File: config.mk
export PLATFORM = sky130hd
export DESIGN_NAME = ric_top
export DESIGN_NICKNAME = d
export VERILOG_FILES = /design/src/hdl/ric_pkg.sv /design/src/hdl/ric_top.sv
export VERILOG_INCLUDE_DIRS = /design/src /design/src/hdl
export SDC_FILE = /design/constraint.sdc
export NUM_CORES = 1
export LEC_CHECK = 0
export BUFFER_PORTS_ARGS = -buffer_cell sky130_fd_sc_hd__buf_2
export CORE_MARGIN = 3
export CORE_UTILIZATION = 30
export CTS_CLUSTER_SIZE = 8
export DETAILED_ROUTE_END_ITERATION = 8
export MAX_ROUTING_LAYER = met4
export PLACE_DENSITY_LB_ADDON = 0.25
export SLEW_MARGIN = 15
export SYNTH_ARGS = -nofsm -noshare
export SYNTH_HDL_FRONTEND = slang
export SYNTH_SLANG_ARGS = --single-unit
File: constraint.sdc
create_clock -name pclk -period 2.82 [get_ports pclk]
set_input_delay 0.423 -clock pclk [delete_from_list [all_inputs] [get_ports pclk]]
set_output_delay 0.423 -clock pclk [all_outputs]
set_load 0.01 [all_outputs]
File: src/hdl/ric_params.svh
/*
  Offsets, field positions, reset values and timing figures for the
  remote interface configuration block.
  Assumes inclusion by bare name from the block's design files.
*/
`ifndef RIC_PARAMS_SVH
`define RIC_PARAMS_SVH

// Clock
`define RIC_CLK_HZ          250000000

// Register byte offsets
`define RIC_OFS_GPIB        8'h00
`define RIC_OFS_SER         8'h04
`define RIC_OFS_NET         8'h08
`define RIC_OFS_IP          8'h0c
`define RIC_OFS_MASK        8'h10
`define RIC_OFS_GW          8'h14
`define RIC_OFS_IFRST       8'h18
`define RIC_OFS_STAT        8'h1c
`define RIC_OFS_ERR         8'h20
`define RIC_OFS_NETIP       8'h24

// Field positions
`define RIC_GPIB_EN_BIT     0
`define RIC_GPIB_ADDR_LSB   1
`define RIC_SER_EN_BIT      0
`define RIC_SER_BAUD_LSB    1
`define RIC_NET_TCP_BIT     0
`define RIC_NET_DHCP_BIT    1
`define RIC_NET_AUTO_BIT    2
`define RIC_NET_STATIC_BIT  3
`define RIC_NET_SOCK_BIT    4
`define RIC_NET_TELNET_BIT  5
`define RIC_NET_VXI_BIT     6
`define RIC_NET_SPEED_LSB   7
`define RIC_IF_GPIB         0
`define RIC_IF_SER          1
`define RIC_IF_NET          2

// Reset values and limits
`define RIC_GPIB_RST        6'h1f
`define RIC_GPIB_ADDR_MAX   5'h1e
`define RIC_SER_RST         4'h3
`define RIC_BAUD_CODE_MAX   3'h5
`define RIC_NET_RST         9'h0ff
`define RIC_ADDR_RST        32'h0000_0000

// Fixed protocol figures
`define RIC_SER_DATA_BITS   4'h8
`define RIC_SER_STOP_BITS   2'h1
`define RIC_SOCK_PORT       16'h13a1
`define RIC_TELNET_PORT     16'h13a0
`define RIC_LINKLOCAL_PFX   16'ha9fe

// Baud rates by code
`define RIC_BAUD_0          4800
`define RIC_BAUD_1          9600
`define RIC_BAUD_2          19200
`define RIC_BAUD_3          38400
`define RIC_BAUD_4          57600
`define RIC_BAUD_5          115200

// Menu lengths
`define RIC_GPIB_ITEMS      4'h3
`define RIC_SER_ITEMS       4'h3
`define RIC_NET_ITEMS       4'hc

// Activity flash, in milliseconds
`define RIC_ACT_FLASH_MS    20
`define RIC_ACT_CYCLES      (`RIC_ACT_FLASH_MS * (`RIC_CLK_HZ / 1000))

`endif

File: src/hdl/ric_pkg.sv
/*
  Types for the remote interface configuration block.
  Assumes nothing beyond a SystemVerilog compiler.
*/
package ric_pkg;

   typedef enum logic [1:0] {
      RIC_MENU_IDLE = 2'b00,
      RIC_MENU_GPIB = 2'b01,
      RIC_MENU_SER  = 2'b11,
      RIC_MENU_NET  = 2'b10
   } ric_menu_t;

   typedef enum logic [1:0] {
      RIC_NET_NONE   = 2'b00,
      RIC_NET_DHCP   = 2'b01,
      RIC_NET_AUTO   = 2'b11,
      RIC_NET_STATIC = 2'b10
   } ric_netmode_t;

   typedef enum logic [1:0] {
      RIC_SPEED_10   = 2'b00,
      RIC_SPEED_100  = 2'b01,
      RIC_SPEED_AUTO = 2'b10
   } ric_speed_t;

endpackage

File: src/hdl/ric_top.sv
/*
  Remote interface configuration: APB register slave, pending/active
  settings for GPIB, serial and network ports, menu stepping, and the
  lock, activity and error indicators.
  Assumes an APB master on pclk, front-panel keys and the RTS pin as
  asynchronous pins, and parser/stack events as pclk-domain pulses.
*/
// The register offsets and the APB slave port were left to the implementer.
// Overview of operation
// - All interfaces enabled at reset, individually disableable
// - Edits stay pending until interface reset
// - Reset choice defaults no, yes applies settings
// - Repeated interface key steps to next parameter
// - Serial frame 8 data, 1 stop, no parity
// - RTS/CTS handshake gates both directions
// - Only baud 4800 to 115200 is configurable
// - Baud defaults to 9600
// - Serial port behaves as DCE
// - One master enable for all TCP/IP paths
// - Address source priority DHCP, link-local, manual
// - Link-local 169.254.x.x only after DHCP fails
// - Manual settings fallback, addresses default zero
// - Raw socket port 5025 own enable
// - Telnet port 5024 own enable
// - Link speed 10/100/auto, default 100
// - Lock indicator lit, panel blocked in lockout
// - Local key ends remote lockout
// - Activity pulse per character on any port
// - Error indicator on failed remote command
// - Error view: count first, then each error
`include "ric_params.svh"

module ric_top #(
   parameter int ACT_CYCLES = `RIC_ACT_CYCLES
) (
   input  wire logic                 pclk,
   input  wire logic                 presetn,
   input  wire logic                 psel,
   input  wire logic                 penable,
   input  wire logic                 pwrite,
   input  wire logic [7:0]           paddr,
   input  wire logic [31:0]          pwdata,
   output logic      [31:0]          prdata,
   output logic                      pready,
   output logic                      pslverr,
   input  wire logic                 key_shift_pin,
   input  wire logic                 key_gpib_pin,
   input  wire logic                 key_serial_pin,
   input  wire logic                 key_net_pin,
   input  wire logic                 key_local_pin,
   input  wire logic                 key_status_pin,
   input  wire logic                 ser_rts_pin,
   input  wire logic                 ser_rx_room,
   input  wire logic                 remote_lock_req,
   input  wire logic                 char_event,
   input  wire logic                 cmd_error,
   input  wire logic                 dhcp_ok,
   input  wire logic                 autoip_ok,
   input  wire logic [15:0]          autoip_host,
   output logic                      gpib_enable,
   output logic      [4:0]           gpib_address,
   output logic                      ser_enable,
   output logic      [15:0]          ser_baud_div,
   output logic                      ser_cts_pin,
   output logic                      ser_tx_allow,
   output logic                      net_sock_enable,
   output logic                      net_telnet_enable,
   output logic                      net_vxi_enable,
   output ric_pkg::ric_speed_t       eth_speed,
   output ric_pkg::ric_netmode_t     net_mode,
   output logic      [31:0]          net_ip,
   output logic      [31:0]          net_mask,
   output logic      [31:0]          net_gw,
   output logic      [2:0]           if_restart,
   output logic                      remote_lock_indicator,
   output logic                      link_activity_indicator,
   output logic                      error_indicator,
   output ric_pkg::ric_menu_t        menu_iface,
   output logic      [3:0]           menu_item,
   output logic      [7:0]           err_view_idx
);
   import ric_pkg::*;

   localparam int ACT_W = $clog2(ACT_CYCLES + 1);

   logic [5:0]   pend_gpib_q, act_gpib_q;
   logic [3:0]   pend_ser_q,  act_ser_q;
   logic [8:0]   pend_net_q,  act_net_q;
   logic [31:0]  pend_ip_q,   act_ip_q;
   logic [31:0]  pend_mask_q, act_mask_q;
   logic [31:0]  pend_gw_q,   act_gw_q;
   logic [2:0]   if_rst_q;
   logic [7:0]   err_cnt_q;
   logic [ACT_W-1:0] act_cnt_q;
   logic         shift_armed_q;
   logic [6:0]   sync1_q, sync2_q, sync3_q;
   logic [6:0]   key_rise;
   logic         wr_en, rd_en;
   logic         addr_ok;
   logic [31:0]  rd_data;
   ric_netmode_t mode_d;

   // Pins: two flops, then a third stage purely for edge detection
   always_ff @(posedge pclk or negedge presetn) begin
      if (!presetn) begin
         sync1_q <= 7'h00;
         sync2_q <= 7'h00;
         sync3_q <= 7'h00;
      end else begin
         sync1_q <= {ser_rts_pin, key_status_pin, key_local_pin, key_net_pin,
                     key_serial_pin, key_gpib_pin, key_shift_pin};
         sync2_q <= sync1_q;
         sync3_q <= sync2_q;
      end
   end
   assign key_rise = sync2_q & ~sync3_q;

   // APB: one wait state so read data comes straight from a flop
   assign wr_en = psel & penable & pready & pwrite;
   assign rd_en = psel & penable & ~pready & ~pwrite;

   always_comb begin
      addr_ok = 1'b1;
      rd_data = 32'h0000_0000;
      unique case (paddr)
         `RIC_OFS_GPIB:  rd_data = {26'h0, pend_gpib_q};
         `RIC_OFS_SER:   rd_data = {`RIC_SER_STOP_BITS, `RIC_SER_DATA_BITS,
                                    22'h0, pend_ser_q};
         `RIC_OFS_NET:   rd_data = {7'(`RIC_SOCK_PORT), `RIC_TELNET_PORT,
                                    pend_net_q};
         `RIC_OFS_IP:    rd_data = pend_ip_q;
         `RIC_OFS_MASK:  rd_data = pend_mask_q;
         `RIC_OFS_GW:    rd_data = pend_gw_q;
         `RIC_OFS_IFRST: rd_data = 32'h0000_0000;
         `RIC_OFS_STAT:  rd_data = {11'h0, menu_item, menu_iface, net_mode,
                                    error_indicator, remote_lock_indicator,
                                    act_net_q, act_ser_q[0], act_gpib_q[0]};
         `RIC_OFS_ERR:   rd_data = {16'h0, err_view_idx, err_cnt_q};
         `RIC_OFS_NETIP: rd_data = net_ip;
         default:        addr_ok = 1'b0;
      endcase
   end

   always_ff @(posedge pclk or negedge presetn) begin
      if (!presetn) begin
         pready  <= 1'b0;
         pslverr <= 1'b0;
         prdata  <= 32'h0000_0000;
      end else begin
         pready  <= psel & penable & ~pready;
         pslverr <= psel & penable & ~pready & ~addr_ok;
         if (rd_en)
            prdata <= addr_ok ? rd_data : 32'h0000_0000;
      end
   end

   // Pending copies: software edits land here only
   always_ff @(posedge pclk or negedge presetn) begin
      if (!presetn) begin
         pend_gpib_q <= `RIC_GPIB_RST;
         pend_ser_q  <= `RIC_SER_RST;
         pend_net_q  <= `RIC_NET_RST;
         pend_ip_q   <= `RIC_ADDR_RST;
         pend_mask_q <= `RIC_ADDR_RST;
         pend_gw_q   <= `RIC_ADDR_RST;
      end else if (wr_en) begin
         unique case (paddr)
            `RIC_OFS_GPIB:
               // Out-of-range address keeps the old one
               if (pwdata[5:1] <= `RIC_GPIB_ADDR_MAX)
                  pend_gpib_q <= pwdata[5:0];
            `RIC_OFS_SER:
               if (pwdata[3:1] <= `RIC_BAUD_CODE_MAX)
                  pend_ser_q <= pwdata[3:0];
            `RIC_OFS_NET:
               if (pwdata[8:7] != 2'b11)
                  pend_net_q <= pwdata[8:0];
            `RIC_OFS_IP:   pend_ip_q   <= pwdata;
            `RIC_OFS_MASK: pend_mask_q <= pwdata;
            `RIC_OFS_GW:   pend_gw_q   <= pwdata;
            default: ;
         endcase
      end
   end

   // Reset-interface choice: reads back as no, a written yes is one pulse
   always_ff @(posedge pclk or negedge presetn) begin
      if (!presetn)
         if_rst_q <= 3'h0;
      else if (wr_en && paddr == `RIC_OFS_IFRST)
         if_rst_q <= pwdata[2:0];
      else
         if_rst_q <= 3'h0;
   end

   // Active copies load from pending on interface reset; power-up gives defaults
   always_ff @(posedge pclk or negedge presetn) begin
      if (!presetn) begin
         act_gpib_q <= `RIC_GPIB_RST;
         act_ser_q  <= `RIC_SER_RST;
         act_net_q  <= `RIC_NET_RST;
         act_ip_q   <= `RIC_ADDR_RST;
         act_mask_q <= `RIC_ADDR_RST;
         act_gw_q   <= `RIC_ADDR_RST;
      end else begin
         if (if_rst_q[`RIC_IF_GPIB])
            act_gpib_q <= pend_gpib_q;
         if (if_rst_q[`RIC_IF_SER])
            act_ser_q <= pend_ser_q;
         if (if_rst_q[`RIC_IF_NET]) begin
            act_net_q  <= pend_net_q;
            act_ip_q   <= pend_ip_q;
            act_mask_q <= pend_mask_q;
            act_gw_q   <= pend_gw_q;
         end
      end
   end

   // Interface outputs from active copies
   always_ff @(posedge pclk or negedge presetn) begin
      if (!presetn) begin
         gpib_enable       <= 1'b0;
         gpib_address      <= 5'h00;
         ser_enable        <= 1'b0;
         ser_baud_div      <= 16'h0000;
         net_sock_enable   <= 1'b0;
         net_telnet_enable <= 1'b0;
         net_vxi_enable    <= 1'b0;
         eth_speed         <= RIC_SPEED_100;
         if_restart        <= 3'h0;
      end else begin
         gpib_enable  <= act_gpib_q[`RIC_GPIB_EN_BIT];
         gpib_address <= act_gpib_q[`RIC_GPIB_ADDR_LSB +: 5];
         ser_enable   <= act_ser_q[`RIC_SER_EN_BIT];
         unique case (act_ser_q[`RIC_SER_BAUD_LSB +: 3])
            3'h0:    ser_baud_div <= 16'(`RIC_CLK_HZ / `RIC_BAUD_0);
            3'h1:    ser_baud_div <= 16'(`RIC_CLK_HZ / `RIC_BAUD_1);
            3'h2:    ser_baud_div <= 16'(`RIC_CLK_HZ / `RIC_BAUD_2);
            3'h3:    ser_baud_div <= 16'(`RIC_CLK_HZ / `RIC_BAUD_3);
            3'h4:    ser_baud_div <= 16'(`RIC_CLK_HZ / `RIC_BAUD_4);
            3'h5:    ser_baud_div <= 16'(`RIC_CLK_HZ / `RIC_BAUD_5);
            default: ser_baud_div <= 16'(`RIC_CLK_HZ / `RIC_BAUD_1);
         endcase
         net_sock_enable   <= act_net_q[`RIC_NET_TCP_BIT]
                              & act_net_q[`RIC_NET_SOCK_BIT];
         net_telnet_enable <= act_net_q[`RIC_NET_TCP_BIT]
                              & act_net_q[`RIC_NET_TELNET_BIT];
         net_vxi_enable    <= act_net_q[`RIC_NET_TCP_BIT]
                              & act_net_q[`RIC_NET_VXI_BIT];
         eth_speed <= ric_speed_t'(act_net_q[`RIC_NET_SPEED_LSB +: 2]);
         if_restart <= if_rst_q;
      end
   end

   // DCE side: we drive CTS, the terminal drives RTS
   always_ff @(posedge pclk or negedge presetn) begin
      if (!presetn) begin
         ser_cts_pin  <= 1'b0;
         ser_tx_allow <= 1'b0;
      end else begin
         ser_cts_pin  <= act_ser_q[`RIC_SER_EN_BIT] & ser_rx_room;
         ser_tx_allow <= act_ser_q[`RIC_SER_EN_BIT] & sync2_q[6];
      end
   end

   // Address source by priority; link-local only if DHCP gave nothing
   always_comb begin
      mode_d = RIC_NET_NONE;
      if (act_net_q[`RIC_NET_TCP_BIT]) begin
         if (act_net_q[`RIC_NET_DHCP_BIT] && dhcp_ok)
            mode_d = RIC_NET_DHCP;
         else if (act_net_q[`RIC_NET_AUTO_BIT] && autoip_ok)
            mode_d = RIC_NET_AUTO;
         else if (act_net_q[`RIC_NET_STATIC_BIT])
            mode_d = RIC_NET_STATIC;
      end
   end

   // DHCP lease contents come from the stack; only link-local and manual here
   always_ff @(posedge pclk or negedge presetn) begin
      if (!presetn) begin
         net_mode <= RIC_NET_NONE;
         net_ip   <= `RIC_ADDR_RST;
         net_mask <= `RIC_ADDR_RST;
         net_gw   <= `RIC_ADDR_RST;
      end else begin
         net_mode <= mode_d;
         unique case (mode_d)
            RIC_NET_AUTO: begin
               net_ip   <= {`RIC_LINKLOCAL_PFX, autoip_host};
               net_mask <= 32'hffff_0000;
               net_gw   <= `RIC_ADDR_RST;
            end
            RIC_NET_STATIC: begin
               net_ip   <= act_ip_q;
               net_mask <= act_mask_q;
               net_gw   <= act_gw_q;
            end
            default: begin
               net_ip   <= `RIC_ADDR_RST;
               net_mask <= `RIC_ADDR_RST;
               net_gw   <= `RIC_ADDR_RST;
            end
         endcase
      end
   end

   // Remote lockout; a request in the same cycle as local wins
   always_ff @(posedge pclk or negedge presetn) begin
      if (!presetn)
         remote_lock_indicator <= 1'b0;
      else if (remote_lock_req)
         remote_lock_indicator <= 1'b1;
      else if (key_rise[4])
         remote_lock_indicator <= 1'b0;
   end

   // Menu stepping; panel keys ignored in lockout
   always_ff @(posedge pclk or negedge presetn) begin
      if (!presetn) begin
         shift_armed_q <= 1'b0;
         menu_iface    <= RIC_MENU_IDLE;
         menu_item     <= 4'h0;
      end else if (remote_lock_indicator) begin
         shift_armed_q <= 1'b0;
         menu_iface    <= RIC_MENU_IDLE;
         menu_item     <= 4'h0;
      end else if (key_rise[0]) begin
         shift_armed_q <= 1'b1;
      end else if (|key_rise[3:1]) begin
         shift_armed_q <= 1'b0;
         if (shift_armed_q) begin
            menu_item <= 4'h0;
            if (key_rise[1])
               menu_iface <= RIC_MENU_GPIB;
            else if (key_rise[2])
               menu_iface <= RIC_MENU_SER;
            else
               menu_iface <= RIC_MENU_NET;
         end else begin
            unique case (menu_iface)
               RIC_MENU_GPIB:
                  if (key_rise[1])
                     menu_item <= (menu_item == `RIC_GPIB_ITEMS - 4'h1) ? 4'h0
                                  : menu_item + 4'h1;
               RIC_MENU_SER:
                  if (key_rise[2])
                     menu_item <= (menu_item == `RIC_SER_ITEMS - 4'h1) ? 4'h0
                                  : menu_item + 4'h1;
               RIC_MENU_NET:
                  if (key_rise[3])
                     menu_item <= (menu_item == `RIC_NET_ITEMS - 4'h1) ? 4'h0
                                  : menu_item + 4'h1;
               RIC_MENU_IDLE: ;
            endcase
         end
      end
   end

   // Activity flash: any character restarts the stretch
   always_ff @(posedge pclk or negedge presetn) begin
      if (!presetn) begin
         act_cnt_q               <= '0;
         link_activity_indicator <= 1'b0;
      end else begin
         if (char_event)
            act_cnt_q <= ACT_W'(ACT_CYCLES);
         else if (act_cnt_q != '0)
            act_cnt_q <= act_cnt_q - ACT_W'(1);
         link_activity_indicator <= char_event | (act_cnt_q > ACT_W'(1));
      end
   end

   // Error light and count; an error in the clearing cycle is kept
   always_ff @(posedge pclk or negedge presetn) begin
      if (!presetn) begin
         error_indicator <= 1'b0;
         err_cnt_q       <= 8'h00;
      end else begin
         if (cmd_error)
            error_indicator <= 1'b1;
         else if (wr_en && paddr == `RIC_OFS_ERR && pwdata[0])
            error_indicator <= 1'b0;
         if (cmd_error && err_cnt_q != 8'hff)
            err_cnt_q <= err_cnt_q + 8'h01;
         else if (!cmd_error && wr_en && paddr == `RIC_OFS_ERR && pwdata[1])
            err_cnt_q <= 8'h00;
      end
   end

   // Status key: index 0 shows the count, then each logged error
   always_ff @(posedge pclk or negedge presetn) begin
      if (!presetn)
         err_view_idx <= 8'h00;
      else if (key_rise[5] && !remote_lock_indicator)
         err_view_idx <= (err_view_idx >= err_cnt_q) ? 8'h00
                         : err_view_idx + 8'h01;
   end

endmodule

# Word-level counts from Yosys, hierarchy flattened

Cells that the tools add are included.

RAM bits: 0
Bits in read-only memories: 0
Word-level logic and storage cells: 167
Bits in latches: 0
Input bits: 74
Register bits: 467
Memories kept: 0
Output and inout port bits: 182

Equal/unequal tests: 26
Bitwise gates (word level): 17
Reduce and logical (&&, ||, !) cells: 33
Multipliers: 0
$lt $le $gt $ge: 4
Add/sub/neg operators: 4
Multiplexer cells: 40
Div/mod/pow operators: 0
Shift operators: 0

Operators by type and width:

| operator              | count |
|---|---|
| $pmux 32 s9           | 1 |
| $pmux 32 s2           | 2 |
| $pmux 16 s5           | 1 |
| $mux 32               | 2 |
| $mux 23               | 2 |
| $mux 4                | 9 |
| $eq 8x5->1 const B    | 4 |
| $mux 8                | 3 |
| $gt 23x1->1 const B   | 1 |
| $reduce_bool 23->1    | 1 |
| $sub 23x1->23 const B | 1 |
| $mux 2                | 9 |
| $add 8x1->8 const B   | 2 |
| $eq 8x4->1 const B    | 2 |
| $eq 8x6->1 const B    | 2 |
| $ne 4x4->1 const B    | 3 |
| $pmux 4 s3            | 1 |
| $reduce_and 3->1      | 4 |
| $reduce_bool 2->1     | 6 |
| $and 1x1->1           | 11 |
| $logic_and 1x1->1     | 10 |
| $reduce_or 10->1      | 1 |
| $mux 1                | 9 |
| $eq 2x2->1 const B    | 4 |
| 25 further kinds      | 33 |

# Longest topological paths before layout

Word-level depth: 8
Depth in mapped cells: 8
Gate-level depth less buffers: 7

# Least setup slack after synthesis

No wires, ideal clock.

Path type: in2reg
Start point: input paddr[7]
End point: register pend_mask_q[21]
Setup time: 0.125 ns
Data arrival time: 2.179 ns
Stages: 6
Path slack: 0.517 ns
Cells stage by stage: buf_2 or4b_1 clkbuf_1 nor4_4 buf_2 mux2_2

Word-level cells in the longest chain between the ends: 2

Ends and longest elaborated chain:

| item                       | line           | text |
|---|---|---|
| from (decl)                | ric_top.sv:41  | `input wire logic [7:0] paddr,` |
| $eq 8x5->1                 | ric_top.sv:167 | `unique case (paddr)` |
| $reduce_and 2->1 (no line) | -              |  |
| to (signal assigned)       | ric_top.sv:164 | `` pend_mask_q <= `RIC_ADDR_RST; `` |
| to (signal assigned)       | ric_top.sv:179 | `` `RIC_OFS_MASK: pend_mask_q <= pwdata; `` |
| to (decl)                  | ric_top.sv:90  | `logic [31:0] pend_mask_q, act_mask_q;` |

No other way between the ends.
A chain may end at the register's enable or synchronous reset.

# Worst setup path after layout

Start point: register act_cnt_q[7]
End point: register act_cnt_q[5]

Word-level cells in the longest chain between the ends: 2

Ends and longest elaborated chain:

| item                        | line           | text |
|---|---|---|
| from (decl)                 | ric_top.sv:94  | `logic [ACT_W-1:0] act_cnt_q;` |
| from (signal assigned)      | ric_top.sv:367 | `act_cnt_q <= ACT_W'(ACT_CYCLES);` |
| from (signal assigned)      | ric_top.sv:369 | `act_cnt_q <= act_cnt_q - ACT_W'(1);` |
| $reduce_bool 23->1          | ric_top.sv:368 | `else if (act_cnt_q != '0)` |
| $reduce_bool 2->1 (no line) | -              |  |

No other way between the ends.

==> results.json <==
{
  "vdd.ir_drop.worst_mv": 0.361,
  "finalCoreUtilization_pct": 38.1,
  "power.combinational.fraction_pct": 6.2,
  "clock_power_share_pct": 48.9,
  "grt-ovfl-total": 0,
  "worstSetupEndpointType": "register",
  "tritonroute_pass_1_iters": 6,
  "yosysWarningCount": 0,
  "grt_antenna_before_repair": 14,
  "timing.slew.headroom_pct": 35.6,
  "clock_tree.root_cell": "sky130_fd_sc_hd__clkbuf_16",
  "grt_most_used_layer": "met2",
  "cts.reportedPaths.clkPinSlew_ns": 0.05,
  "outcome": "finished clean",
  "drt_iter0_drc": 934,
  "critPathLaunchType": "register",
  "multi_input_comb_area_sq_mm": 0.00693,
  "clock-skew-final_ns": 0.0244,
  "finalSetupViolCount": 0,
  "grt_pass1_wl_mm": 91.1,
  "drc": 0,
  "totalNegativeSetupSlack_ns": 0,
  "power.switching_fraction_pct": 24.1,
  "die_x_um": 258,
  "layout-area-overhead-vs-synth_pct": 24.8,
  "start_util_pct": 30.5,
  "fill_cells": 6114,
  "avgSynthCellArea_sq_um": 12.9,
  "switchingPower_w": 0.00376,
  "finalHoldViolations": 0,
  "globalRouteMet2Util_pct": 27.1,
  "tritoncts_num_sinks": 464,
  "detailed_placement_hpwl_mm": 42.9,
  "required_time_at_the_worst_slack_endpoint_ns": 3.29,
  "async_reset_ff_share_pct": 100,
  "intPower_w": 0.0118,
  "p_per_area_mw_per_mm2": 659,
  "netlist_instances": 1466,
  "largest_net_degree_at_the_start_of_global_routing": 86,
  "ys_seq_elements": 464,
  "layout.nets": 1864,
  "row_count": 91,
  "final_critical_delay_including_setup_and_external_delays_ns": 2.53,
  "synth_top_cell_area_share_pct": 57.1,
  "slew_violations": 0,
  "cap_viol_max_count": 0,
  "path_max_fanout": 13,
  "wire_length_per_cell_um": 22.7,
  "cts_tree": "done",
  "synthDominantAreaCellType": "sky130_fd_sc_hd__dfrtp_1",
  "sequential_cell_area_sq_mm": 0.0117,
  "number_of_global_route_vias_before_repair": 13900,
  "h-tree-depth": 3,
  "sequential_fraction_of_the_synthesis_area_pct": 61.4,
  "mostFrequentLayoutCell": "sky130_fd_sc_hd__dfrtp_1",
  "grt.met3_usage_pct": 4.10,
  "cts.path.max_buffers": 3,
  "io_pins": 256,
  "grt_setup_unrepaired": "false",
  "postRouteAntennaNets": 0,
  "type_of_the_worst_min_delay_path": "input port to register",
  "cts_hold_buf": 9,
  "core-area_sq_mm": 0.0622,
  "drive_gt1_share_pct": 38.2,
  "detail_route.wirelength_mm": 60.4,
  "route.detailed.vias_per_inst": 4.99,
  "worst-slew-pin-transition_ns": 0.966,
  "criticalPathCategory": "register to register",
  "synth.net_count": 1554,
  "met1_usage_pct": 25.7,
  "max_freq_mhz": 396,
  "tritoncts.num_buffers": 68,
  "die_y_um": 258,
  "finalCritPeriodShare_pct": 89.5,
  "vias": 13200,
  "ys_dominant_reg_cell": "sky130_fd_sc_hd__dfrtp_1",
  "synth_area_sq_mm": 0.0190,
  "post_synth_main_area_contributors": "sky130_fd_sc_hd__dfrtp_1 57%, sky130_fd_sc_hd__mux2_2 13%, sky130_fd_sc_hd__dfstp_2 4.3%, sky130_fd_sc_hd__and2_1 2.2%, sky130_fd_sc_hd__o21ai_0 1.6%",
  "p_leak_nw": 11.4,
  "io_buffers": 255,
  "worstPathArrival_ns": 2.99,
  "yosysUniqueCellTypes": 81,
  "synth_enable_flop_cells": 0,
  "clock_insertion_delay_worst_skew_ns": 0.59,
  "gpl.final_weighted_congestion": 0.855,
  "sequential_power_share_pct": 44.9,
  "post_cts_setup_buffers": 0,
  "die_area_sq_mm": 0.0663,
  "layout_common_cells": "432 x sky130_fd_sc_hd__dfrtp_1, 254 x sky130_fd_sc_hd__buf_2, 224 x sky130_fd_sc_hd__mux2_2",
  "number_of_instances_resized_during_post_cts_repair": 0,
  "grt_use_total_pct": 18.8
}
[cell usage after synthesis (8+ instances only)]
| cell type | instances |
|---|---|
| sky130_fd_sc_hd__dfrtp_1 | 433 |
| sky130_fd_sc_hd__mux2_2 | 224 |
| sky130_fd_sc_hd__nor2_1 | 70 |
| sky130_fd_sc_hd__nand2_1 | 67 |
| sky130_fd_sc_hd__and2_1 | 66 |
| sky130_fd_sc_hd__clkbuf_1 | 61 |
| sky130_fd_sc_hd__o21ai_0 | 61 |
| sky130_fd_sc_hd__a21oi_1 | 40 |
| sky130_fd_sc_hd__dfstp_2 | 31 |
| sky130_fd_sc_hd__nand3_1 | 31 |
| sky130_fd_sc_hd__o21a_1 | 29 |
| sky130_fd_sc_hd__a22o_1 | 27 |
| sky130_fd_sc_hd__nor3_1 | 24 |
| sky130_fd_sc_hd__inv_1 | 20 |
| sky130_fd_sc_hd__a31oi_1 | 18 |
| sky130_fd_sc_hd__a22oi_1 | 15 |
| sky130_fd_sc_hd__buf_2 | 14 |
| sky130_fd_sc_hd__ha_1 | 14 |
| sky130_fd_sc_hd__nor4_1 | 14 |
| sky130_fd_sc_hd__mux2i_1 | 13 |
| sky130_fd_sc_hd__a221oi_1 | 12 |
| sky130_fd_sc_hd__nand2b_1 | 11 |
| sky130_fd_sc_hd__and3_1 | 8 |
| sky130_fd_sc_hd__or4_1 | 8 |
| sky130_fd_sc_hd__xnor2_1 | 8 |
[worst paths after layout]
path                                           from                        to  cells past startpoint  slack, ns
hold reg to reg                sync1_q[1]$_DFF_PN0_      sync2_q[1]$_DFF_PN0_                      0       0.34
setup / recovery           act_cnt_q[7]$_DFFE_PN0P_  act_cnt_q[5]$_DFFE_PN0P_                      5       0.29
max in group asynchronous                   presetn  act_net_q[0]$_DFFE_PN1P_                      3       1.53
hold / removal                          ser_rx_room     ser_cts_pin$_DFF_PN0_                      2       0.05
setup reg to reg           act_cnt_q[7]$_DFFE_PN0P_  act_cnt_q[5]$_DFFE_PN0P_                      5       0.29
min in group asynchronous                   presetn  act_cnt_q[7]$_DFFE_PN0P_                      2       0.38
[power groups by stage]
stage / sequential [W] / combinational [W] / clock, W
after CTS: 0.00700 / 0.000977 / 0.00783
after global routing: 0.00703 / 0.00108 / 0.00811
after floorplan: 0.00706 / 0.000434 / 0
final: 0.00701 / 0.000966 / 0.00763
after detailed placement: 0.00711 / 0.000961 / 0
after global placement: 0.00711 / 0.000938 / 0
[through the flow]
stage	total power (W)	std cells	setup slack, ns	area, sq um	hold slack (ns)
2_1_floorplan	0.00749	1466	0.517	19000	0.127
3_3_place_gp	0.00805	2534	0.352	21600	0.332
3_5_place_dp	0.00807	2534	0.327	21600	0.336
4_1_cts	0.0158	2644	0.304	23700	0.00828
5_1_grt	0.0162	2655	0.190	23700	0.0412
6_report	0.0156	2656	0.295	23700	0.0527
[worst max-delay path: stages (launching register included)]
cell,delay (ns)
sky130_fd_sc_hd__dfrtp_1,0.41
sky130_fd_sc_hd__or4_1,0.61
sky130_fd_sc_hd__or3_4,0.45
sky130_fd_sc_hd__o31ai_2,0.50
sky130_fd_sc_hd__nor4_1,0.11
sky130_fd_sc_hd__mux2_1,0.33
[layer usage]
layer	wire length (um)	vias to the layer above
li1	-	5943
met1	27800	6721
met2	26800	469
met3	3890	116
met4	1940	0
met5	0	-
[state kept, by name, summed over array words and instances, names as in the netlist, 8 cells and up]
name	count
act_net_q	9
err_cnt_q	8
ser_baud_div	13
prdata	32
pend_gw_q	32
pend_ip_q	32
act_mask_q	32
act_gw_q	32
pend_mask_q	32
net_gw	32
act_ip_q	32
net_mask	32
act_cnt_q	23
pend_net_q	9
net_ip	32
err_view_idx	8
[layout make-up]
class,count,share of cell area (%)
Sequential cell,464,49.2
Timing Repair Buffer,328,8.42
Clock inverter,5,0.338
Multi-Input combinational cell,892,29.2
Antenna cell,12,0.127
Tap cell,837,4.42
Inverter,22,0.349
Clock buffer,96,7.94
[cells by family (layout without fill, tap and decap cells)]
group,Yosys count,count (layout),synth area share [%]
adder cells (fa/ha/maj),14,14,0.923
multiplexers,248,248,14.8
XOR/XNOR,15,15,0.692
flip-flops,464,464,61.4
other,0,12,0
AND/OR/NAND/NOR,353,353,10.2
buffers and inverters,110,451,2.47
AO/OA/AOI/OAI,262,262,9.56
Power figures use the tool's default switching activity.
